==> src/verilog/mcl_pkg.sv <==
// Purpose: constants for the motor current limit and stall guard
// Assumes: 10 MHz system clock, AHB-Lite register access
// Notes: currents in amperes, resistances in milliohms, times in seconds
package mcl_pkg;
    localparam int CLK_HZ = 10_000_000;
    localparam int TICK_MS = 100;
    localparam int TICK_CYC = CLK_HZ / 1000 * TICK_MS;
    localparam logic [9:0] COMP_MAX_MOHM = 10'h3FC; // 1020
    localparam logic [9:0] RST_MAXCOMP = 10'h3E8; // 1000
    localparam logic [9:0] RST_COMP = 10'h064; // 100
    localparam logic [6:0] PCT_MAX = 7'h3C; // 60
    localparam logic [6:0] RST_DAMP = 7'h32; // 50
    localparam logic [6:0] RST_REMEM = 7'h32; // 50
    localparam logic [6:0] PCT_FULL = 7'h64; // 100
    localparam logic [7:0] RST_ILIM = 8'h28; // 40 A
    localparam logic [7:0] RST_BOOST_A = 8'h08; // 8 A
    localparam logic [5:0] TIME_MAX_S = 6'h33; // 51 s
    localparam logic [5:0] RST_BOOST_S = 6'h04; // 4 s
    localparam logic [5:0] RST_STALL_S = 6'h19; // 25 s
    localparam logic [3:0] TICKS_PER_S = 4'hA;
    localparam logic [7:0] THERM_DERATE_A = 8'h0A; // cut when hot
    localparam logic [3:0] FAULT_STALL = 4'h4;
    // byte offsets
    localparam logic [7:0] A_COMP = 8'h00;
    localparam logic [7:0] A_MAXCOMP = 8'h04;
    localparam logic [7:0] A_DAMP = 8'h08;
    localparam logic [7:0] A_REMEM = 8'h0C;
    localparam logic [7:0] A_ILIM = 8'h10;
    localparam logic [7:0] A_BOOST = 8'h14;
    localparam logic [7:0] A_STALL = 8'h18;
    localparam logic [7:0] A_STATUS = 8'h1C;
    localparam logic [7:0] A_IRQ_ST = 8'h20;
    localparam logic [7:0] A_IRQ_CLR = 8'h24;
    localparam logic [7:0] A_IRQ_EN = 8'h28;
    localparam logic [7:0] A_OUT = 8'h2C;
    localparam int NEV = 3; // 0 stall, 1 boost expired, 2 thermal
endpackage

==> src/verilog/mcl_guard.sv <==
// Purpose: current limit, boost, thermal derate, stall guard, compensation
// Assumes: i_motor_cur_a and i_overtemp come from outside and are synced
// Notes: stall fault clears only by i_reset_n (power cycle)
`timescale 1ns/1ps
`default_nettype none
module mcl_guard #(
    parameter logic [7:0] RATING_A = 8'h28,
    parameter int TICK_CYCLES = mcl_pkg::TICK_CYC
) (
    input wire logic i_sys_clk,
    input wire logic i_reset_n,
    input wire logic i_clk_en,
    input wire logic i_hsel,
    input wire logic [31:0] i_haddr,
    input wire logic [1:0] i_htrans,
    input wire logic i_hwrite,
    input wire logic [2:0] i_hsize,
    input wire logic [31:0] i_hwdata,
    input wire logic i_hready,
    output logic [31:0] o_hrdata,
    output logic o_hreadyout,
    output logic o_hresp,
    input wire logic [7:0] i_motor_cur_a,
    input wire logic i_overtemp,
    input wire logic i_brake_engage,
    input wire logic i_brake_release,
    output logic [7:0] o_cur_cmd_a,
    output logic [17:0] o_comp_mv,
    output logic o_drive_en,
    output logic o_estop,
    output logic [3:0] o_fault_code,
    output logic o_irq
);
    // pin synchronisers
    logic [7:0] cur_s1_ff, cur_ff;
    logic ot_s1_ff, ot_ff, be_s1_ff, be_ff, br_s1_ff, br_ff;
    logic be_d_ff, br_d_ff;
    always_ff @(posedge i_sys_clk)
    begin
        if (!i_reset_n)
        begin
            cur_s1_ff <= 8'h00;
            cur_ff <= 8'h00;
            {ot_s1_ff, ot_ff, be_s1_ff, be_ff} <= 4'h0;
            {br_s1_ff, br_ff, be_d_ff, br_d_ff} <= 4'h0;
        end
        else if (i_clk_en)
        begin
            cur_s1_ff <= i_motor_cur_a;
            cur_ff <= cur_s1_ff;
            ot_s1_ff <= i_overtemp;
            ot_ff <= ot_s1_ff;
            be_s1_ff <= i_brake_engage;
            be_ff <= be_s1_ff;
            br_s1_ff <= i_brake_release;
            br_ff <= br_s1_ff;
            be_d_ff <= be_ff;
            br_d_ff <= br_ff;
        end
    end
    wire logic brake_on_p = be_ff & ~be_d_ff;
    wire logic brake_off_p = br_ff & ~br_d_ff;

    // configuration registers
    logic [9:0] comp_ff, maxcomp_ff;
    logic [6:0] damp_ff, remem_ff;
    logic [7:0] ilim_ff, boost_a_ff;
    logic [5:0] boost_s_ff, stall_s_ff;
    localparam int NEVW = mcl_pkg::NEV;
    logic [NEVW-1:0] irq_st_ff, irq_en_ff;

    // AHB-Lite address phase capture; zero wait states
    logic wr_ff, rd_ff;
    logic [7:0] addr_ff;
    wire logic take = i_hsel & i_hready & i_htrans[1];
    always_ff @(posedge i_sys_clk)
    begin
        if (!i_reset_n)
        begin
            wr_ff <= 1'b0;
            rd_ff <= 1'b0;
            addr_ff <= 8'h00;
        end
        else if (i_clk_en)
        begin
            wr_ff <= take & i_hwrite;
            rd_ff <= take & ~i_hwrite;
            if (take)
                addr_ff <= i_haddr[7:0];
        end
    end
    assign o_hreadyout = 1'b1;
    assign o_hresp = 1'b0;

    // clamp percentages and times on write
    function automatic logic [6:0] clp(input logic [31:0] v);
        clp = (v > 32'(mcl_pkg::PCT_MAX)) ? mcl_pkg::PCT_MAX : v[6:0];
    endfunction
    function automatic logic [5:0] clt(input logic [31:0] v);
        clt = (v > 32'(mcl_pkg::TIME_MAX_S)) ? mcl_pkg::TIME_MAX_S : v[5:0];
    endfunction
    function automatic logic [9:0] clr(input logic [31:0] v);
        clr = (v > 32'(mcl_pkg::COMP_MAX_MOHM)) ?
            mcl_pkg::COMP_MAX_MOHM : v[9:0];
    endfunction

    // register writes
    always_ff @(posedge i_sys_clk)
    begin
        if (!i_reset_n)
        begin
            comp_ff <= mcl_pkg::RST_COMP;
            maxcomp_ff <= mcl_pkg::RST_MAXCOMP;
            damp_ff <= mcl_pkg::RST_DAMP;
            remem_ff <= mcl_pkg::RST_REMEM;
            ilim_ff <= mcl_pkg::RST_ILIM;
            boost_a_ff <= mcl_pkg::RST_BOOST_A;
            boost_s_ff <= mcl_pkg::RST_BOOST_S;
            stall_s_ff <= mcl_pkg::RST_STALL_S;
            irq_en_ff <= '0;
        end
        else if (i_clk_en && wr_ff)
        begin
            unique case (addr_ff)
                mcl_pkg::A_COMP: comp_ff <= clr(i_hwdata);
                mcl_pkg::A_MAXCOMP: maxcomp_ff <= clr(i_hwdata);
                mcl_pkg::A_DAMP: damp_ff <= clp(i_hwdata);
                mcl_pkg::A_REMEM: remem_ff <= clp(i_hwdata);
                mcl_pkg::A_ILIM: ilim_ff <= i_hwdata[7:0];
                mcl_pkg::A_BOOST:
                begin
                    boost_a_ff <= i_hwdata[7:0];
                    boost_s_ff <= clt({24'h000000, i_hwdata[15:8]});
                end
                mcl_pkg::A_STALL: stall_s_ff <= clt(i_hwdata);
                mcl_pkg::A_IRQ_EN: irq_en_ff <= i_hwdata[NEVW-1:0];
                default: ;
            endcase
        end
    end

    // 100 ms time base
    logic [23:0] tick_cnt_ff;
    wire logic tick = (tick_cnt_ff == 24'(TICK_CYCLES - 1));
    always_ff @(posedge i_sys_clk)
    begin
        if (!i_reset_n)
            tick_cnt_ff <= 24'h000000;
        else if (i_clk_en)
            tick_cnt_ff <= tick ? 24'h000000 : tick_cnt_ff + 24'h000001;
    end

    // current limit: rating clamp, thermal derate
    logic [7:0] lim_a, lim_hot, max_a;
    logic boost_ok_ff;
    always_comb
    begin
        lim_a = (ilim_ff > RATING_A) ? RATING_A : ilim_ff;
        lim_hot = (lim_a > mcl_pkg::THERM_DERATE_A) ?
            lim_a - mcl_pkg::THERM_DERATE_A : 8'h00;
        if (ot_ff)
            lim_a = lim_hot;
        max_a = lim_a;
        if (boost_ok_ff && !ot_ff)
            max_a = (9'(lim_a) + 9'(boost_a_ff) > 9'h0FF) ? 8'hFF :
                lim_a + boost_a_ff;
    end
    wire logic above = cur_ff > lim_a;
    wire logic at_max = cur_ff >= max_a;

    // boost budget: time above limit, re-arm after twice that below
    logic [9:0] above_t_ff, below_t_ff;
    logic boost_exp_p;
    wire logic [9:0] boost_ticks =
        10'(boost_s_ff) * 10'(mcl_pkg::TICKS_PER_S);
    always_ff @(posedge i_sys_clk)
    begin
        if (!i_reset_n)
        begin
            above_t_ff <= 10'h000;
            below_t_ff <= 10'h000;
            boost_ok_ff <= 1'b1;
        end
        else if (i_clk_en && tick)
        begin
            if (above)
            begin
                below_t_ff <= 10'h000;
                if (above_t_ff != 10'h3FF)
                    above_t_ff <= above_t_ff + 10'h001;
                if (boost_ok_ff && above_t_ff + 10'h001 >= boost_ticks)
                    boost_ok_ff <= 1'b0;
            end
            else if (above_t_ff != 10'h000)
            begin
                below_t_ff <= below_t_ff + 10'h001;
                if ({1'b0, below_t_ff} + 11'h001 >= {above_t_ff, 1'b0})
                begin
                    boost_ok_ff <= 1'b1;
                    above_t_ff <= 10'h000;
                    below_t_ff <= 10'h000;
                end
            end
        end
    end
    assign boost_exp_p = i_clk_en & tick & above & boost_ok_ff &
        (above_t_ff + 10'h001 >= boost_ticks);

    // stall timer and latched fault
    logic [9:0] stall_t_ff;
    logic fault_ff;
    wire logic [9:0] stall_ticks =
        10'(stall_s_ff) * 10'(mcl_pkg::TICKS_PER_S);
    wire logic stall_hit = (stall_s_ff != 6'h00) &&
        (stall_t_ff + 10'h001 >= stall_ticks);
    always_ff @(posedge i_sys_clk)
    begin
        if (!i_reset_n)
        begin
            stall_t_ff <= 10'h000;
            fault_ff <= 1'b0;
        end
        else if (i_clk_en)
        begin
            if (!at_max || stall_s_ff == 6'h00)
                stall_t_ff <= 10'h000;
            else if (tick && !fault_ff)
            begin
                stall_t_ff <= stall_t_ff + 10'h001;
                if (stall_hit)
                    fault_ff <= 1'b1;
            end
        end
    end
    wire logic stall_p = i_clk_en & tick & at_max & ~fault_ff & stall_hit;

    // remembered holding current and start compensation
    logic [7:0] hold_a_ff;
    logic parked_ff, seed_ff;
    always_ff @(posedge i_sys_clk)
    begin
        if (!i_reset_n)
        begin
            hold_a_ff <= 8'h00;
            parked_ff <= 1'b0;
            seed_ff <= 1'b0;
        end
        else if (i_clk_en)
        begin
            if (brake_on_p)
            begin
                hold_a_ff <= cur_ff;
                parked_ff <= 1'b1;
            end
            if (brake_off_p)
            begin
                seed_ff <= parked_ff;
                parked_ff <= 1'b0;
            end
            else if (seed_ff && cur_ff > hold_a_ff)
                seed_ff <= 1'b0; // live current takes over
        end
    end

    // compensation voltage: I * R * (100 - damp) / 100, or held I * R * remem / 100 while seeded
    logic [9:0] r_eff;
    logic [7:0] i_use;
    logic [6:0] pct;
    logic [24:0] prod;
    logic [17:0] comp_mv_ff;
    always_comb
    begin
        r_eff = (comp_ff > maxcomp_ff) ? maxcomp_ff : comp_ff;
        if (seed_ff)
        begin
            i_use = hold_a_ff;
            pct = remem_ff;
        end
        else
        begin
            i_use = cur_ff;
            pct = mcl_pkg::PCT_FULL - damp_ff;
        end
        prod = 25'(i_use) * 25'(r_eff) * 25'(pct);
    end
    always_ff @(posedge i_sys_clk)
    begin
        if (!i_reset_n)
            comp_mv_ff <= 18'h00000;
        else if (i_clk_en)
            comp_mv_ff <= fault_ff ? 18'h00000 :
                18'(prod / 25'(mcl_pkg::PCT_FULL));
    end

    // outputs
    logic [7:0] cur_cmd_ff;
    always_ff @(posedge i_sys_clk)
    begin
        if (!i_reset_n)
            cur_cmd_ff <= 8'h00;
        else if (i_clk_en)
            cur_cmd_ff <= fault_ff ? 8'h00 : max_a;
    end
    assign o_cur_cmd_a = cur_cmd_ff;
    assign o_comp_mv = comp_mv_ff;
    assign o_drive_en = ~fault_ff;
    assign o_estop = fault_ff;
    assign o_fault_code = fault_ff ? mcl_pkg::FAULT_STALL : 4'h0;

    // sticky interrupt status; set wins over clear
    // events: overtemp rising edge, boost expiry, stall trip
    // only the settled overtemp flop feeds the edge detector
    logic ot_d_ff;
    wire logic [NEVW-1:0] evs = {ot_ff & ~ot_d_ff, boost_exp_p, stall_p};
    wire logic [NEVW-1:0] clr_w = (i_clk_en && wr_ff &&
        addr_ff == mcl_pkg::A_IRQ_CLR) ? i_hwdata[NEVW-1:0] : '0;
    always_ff @(posedge i_sys_clk)
    begin
        if (!i_reset_n)
        begin
            irq_st_ff <= '0;
            ot_d_ff <= 1'b0;
        end
        else if (i_clk_en)
        begin
            ot_d_ff <= ot_ff;
            irq_st_ff <= (irq_st_ff & ~clr_w) | evs;
        end
    end
    assign o_irq = |(irq_st_ff & irq_en_ff);

    // read mux
    always_comb
    begin
        o_hrdata = 32'h00000000;
        if (rd_ff)
        begin
            unique case (addr_ff)
                mcl_pkg::A_COMP: o_hrdata = {22'h0, comp_ff};
                mcl_pkg::A_MAXCOMP: o_hrdata = {22'h0, maxcomp_ff};
                mcl_pkg::A_DAMP: o_hrdata = {25'h0, damp_ff};
                mcl_pkg::A_REMEM: o_hrdata = {25'h0, remem_ff};
                mcl_pkg::A_ILIM: o_hrdata = {24'h0, ilim_ff};
                mcl_pkg::A_BOOST: o_hrdata = {18'h0, boost_s_ff, boost_a_ff};
                mcl_pkg::A_STALL: o_hrdata = {26'h0, stall_s_ff};
                mcl_pkg::A_STATUS: o_hrdata = {16'h0, hold_a_ff, 2'h0,
                    seed_ff, parked_ff, ot_ff, boost_ok_ff, fault_ff, 1'b0};
                mcl_pkg::A_IRQ_ST: o_hrdata = {29'h0, irq_st_ff};
                mcl_pkg::A_IRQ_EN: o_hrdata = {29'h0, irq_en_ff};
                mcl_pkg::A_OUT: o_hrdata = {6'h0, comp_mv_ff, max_a};
                default: o_hrdata = 32'h00000000;
            endcase
        end
    end
endmodule
`default_nettype wire

==> config.mk <==
export PLATFORM = sky130hd
export DESIGN_NAME = mcl_guard
export DESIGN_NICKNAME = d
export VERILOG_FILES = /design/src/verilog/mcl_pkg.sv /design/src/verilog/mcl_guard.sv
export SDC_FILE = /design/constraint.sdc
export NUM_CORES = 1
export LEC_CHECK = 0
export BUFFER_PORTS_ARGS = -buffer_cell sky130_fd_sc_hd__buf_2
export CELL_PAD_IN_SITES_DETAIL_PLACEMENT = 0
export CELL_PAD_IN_SITES_GLOBAL_PLACEMENT = 1
export CORE_ASPECT_RATIO = 1.1
export CORE_MARGIN = 3
export CORE_UTILIZATION = 47
export CTS_CLUSTER_DIAMETER = 30
export DETAILED_ROUTE_END_ITERATION = 10
export PLACE_DENSITY = 0.86
export SYNTH_ARGS = -nofsm -noshare
export SYNTH_HDL_FRONTEND = slang
export SYNTH_SLANG_ARGS = --single-unit
==> constraint.sdc <==
create_clock -name i_sys_clk -period 22.3 [get_ports i_sys_clk]
set_clock_uncertainty 0.2 [all_clocks]
set_input_delay 2.23 -clock i_sys_clk [delete_from_list [all_inputs] [get_ports i_sys_clk]]
set_output_delay 2.23 -clock i_sys_clk [all_outputs]
set_load 0.02 [all_outputs]
==> results.cfg <==
[outcome]
outcome = completed

[worst_setup_path]
crit_type = reg2reg
critPathArrivalTime_ns = 21.25
crit_required_ns = 22.47
worst-path-max-fanout = 19
cp.buffers_inverters = 12
critPathLaunchType = register
cp_top_family = compound AO/OA/AOI/OAI gates
endpoint_kind = register
cpPeakStageDelay_ns = 0.56
slowest_stage = fa_1

[yosys]
synthMuxAreaShare = 0.0308
ys_types = 129
synth_cells = 2876
synthAdderAreaFrac = 0.216
synthesis.area_mm2 = 0.0224
synth_compound_area_frac = 0.236
synthSimpleGateAreaFrac = 0.236
async_flop_share = 0
synth_xor_area_frac = 0.0435
synth_edf_count = 0
yosys_warnings = 0
yosysSeqAreaShare = 0.175
synth_top_family_by_area = compound AO/OA/AOI/OAI gates
syn_avg_cell_area_um2 = 7.77
synth_ff_type = dfxtp_1
synth.ff_latch_count = 195

[pwr]
peakVddDrop_uv = 431
power_mw = 3.82
leakage_nw = 11.6
power.density_mw_per_mm2 = 149

[sta]
finalSetupViolations = 0
maxSlewViolCount = 0
maxSlewHeadroom = 0.207
finalHoldViolCount = 0
final.min_clock_period_ns = 21.08
whs_ns = 0.278
timing.fmax_mhz = 47.4
tightest_slew_ns = 1.19
finalCritPeriodShare = 0.945

[global_routing]
grt_pass1_vias = 21700
grt_start_max_net_pins = 85
grt_overflow_total = 0
grt_use_total = 0.268
antenna_found_initial = 2
grt_pass1_wl_um = 111000

[clock_network]
cts_tree = built
clock-root-buffer = clkbuf_16
cts_made_buffers = 17
clk_pin_slew_ns = 0.08
max-clock-path-buffers = 2
clkSinkCount = 195
clock_latency_ns = 0.47
cts.htree.levels = 4

[floorplanning]
die_x_um = 214
io_pins = 153
start_util = 0.477
die_height_um = 235
dieArea_mm2 = 0.0502
num_rows = 83
core_area_mm2 = 0.0468

[final_layout]
areaGrowthSynthToFinish_pct = 14.4
antenna_cells = 0
drive_gt1_frac = 0.166
final_nets = 3501
post-route-cell-area_mm2 = 0.0256

[placed_design]
io_buffer_count = 113
gp_congestion = 0.949
placed_area_mm2 = 0.0248
dp_hpwl_um = 54600

[route]
post_drt_wl_per_cell_um = 18.4
drtPass1Iterations = 6
vias = 22200
drc = 0
wl_um = 69100
vias_per_cell = 5.89
drtIter0Drc = 1673
postRouteAntennaNets = 0

[run]
drv_cap = 0

[worst_hold_path]
hp-class = reg2reg
==> tightest hold or removal path, stage by stage (launching register included) <==
cell and delay (ns):
dfxtp_1 0.33, nand2_1 0.05, a21oi_1 0.05
==> cell usage in the layout, fill, tap and decap left out, types with 14 or more instances in the layout <==
| cell | instances |
|---|---|
| a211oi_1 | 21 |
| a21o_1 | 38 |
| a21oi_1 | 210 |
| a221oi_1 | 17 |
| a22oi_1 | 38 |
| a31oi_1 | 30 |
| and2_1 | 29 |
| and3_1 | 43 |
| buf_2 | 113 |
| buf_4 | 220 |
| clkbuf_16 | 17 |
| dfxtp_1 | 195 |
| fa_1 | 130 |
| ha_1 | 174 |
| inv_1 | 220 |
| mux2i_1 | 57 |
| nand2_1 | 240 |
| nand2b_1 | 35 |
| nand3_1 | 85 |
| nand4_1 | 27 |
| nor2_1 | 420 |
| nor2b_1 | 22 |
| nor3_1 | 50 |
| nor4_1 | 14 |
| o211ai_1 | 50 |
| o21a_1 | 19 |
| o21ai_0 | 85 |
| o21ai_1 | 26 |
| o21bai_1 | 15 |
| or2_2 | 40 |
| or3_1 | 23 |
| xnor2_1 | 58 |
| xor2_1 | 50 |
==> final timing paths <==
| path | from | slack [ns] | depth (start not counted) | end |
|---|---|---|---|---|
| max | maxcomp_ff[3]$_SDFFE_PN1P_ | 1.22 | 84 | o_comp_mv[0]$_SDFFE_PN0P_ |
| min | addr_ff[4]$_SDFFE_PN0P_ | 0.28 | 2 | addr_ff[4]$_SDFFE_PN0P_ |
| max reg2reg | maxcomp_ff[3]$_SDFFE_PN1P_ | 1.22 | 84 | o_comp_mv[0]$_SDFFE_PN0P_ |
| min reg2reg | addr_ff[4]$_SDFFE_PN0P_ | 0.28 | 2 | addr_ff[4]$_SDFFE_PN0P_ |
==> cell families (layout without fill, tap and decap cells) <==
group | Yosys count | in the layout
simple gates | 1104 | 1104
compound gates | 741 | 741
buf+inv | 349 | 586
fa+ha+maj | 308 | 308
flops | 195 | 195
xor+xnor | 111 | 111
mux | 66 | 66
other cells | 2 | 13
==> cell type report <==
type | count | area, µm²
inverters | 221 | 832
repair buffers | 333 | 2220
flip-flops and latches | 195 | 3900
clock buffers | 17 | 425
well taps | 637 | 797
fillers | 4474 | 21300
multi-input cells | 2343 | 17200
clock inverters | 15 | 194
==> synth_stat cells (all sizes together), types with 47 or more instances <==
cell / instances / area share
mux2i: 59 / 0.027
nor3: 56 / 0.014
ha: 174 / 0.097
xor2: 50 / 0.020
fa: 130 / 0.12
nor2: 425 / 0.072
dfxtp: 195 / 0.17
inv: 220 / 0.037
xnor2: 61 / 0.024
and3: 47 / 0.014
nand3: 87 / 0.020
o211ai: 53 / 0.019
nand2: 241 / 0.040
a21oi: 218 / 0.050
o21ai: 116 / 0.026
clkbuf: 83 / 0.014
==> layer usage <==
metal | GRT usage | vias up | share of wire
met1 | 0.321 | 10700 | 0.41
met5 | 0 | - | 0.00039
met3 | 0.0350 | 129 | 0.057
met4 | 0.101 | 4 | 0.035
li1 | - | 10600 | -
met2 | 0.488 | 713 | 0.50
==> sequential cells by signal, indices dropped and copies added, names as in the netlist, 10 cells and up <==
register     flops
tick_cnt_ff     24
comp_ff         10
maxcomp_ff      10
below_t_ff      10
stall_t_ff      10
above_t_ff      10
o_comp_mv       18
==> what timing repair did <==
item,4_1_cts,5_1_grt
hold buffers,0,0
endpoints found under the setup margin,0,3
setup buffers,0,8
resized for setup,0,24
==> through the flow <==
stage	utilization	setup TNS, ns	setup slack (ns)	instances
after CTS	0.542	0	0.605	3753
after floorplan	-	0	2.42	2887
final	0.546	0	1.22	3761
after global routing	0.546	-0.0486	-0.0486	3761
after global placement	0.529	0	0.949	3721
after detailed placement	0.529	0	0.722	3721
==> where the power goes <==
part	switching [mW]	leakage [nW]	internal (mW)	total, mW
logic	1.60	9.69	1.51	3.11
registers	0.0155	1.58	0.361	0.377
clock network	0.168	0.295	0.161	0.329
total	1.79	11.6	2.03	3.82
Note: power is estimated with default switching activity, not from simulation.
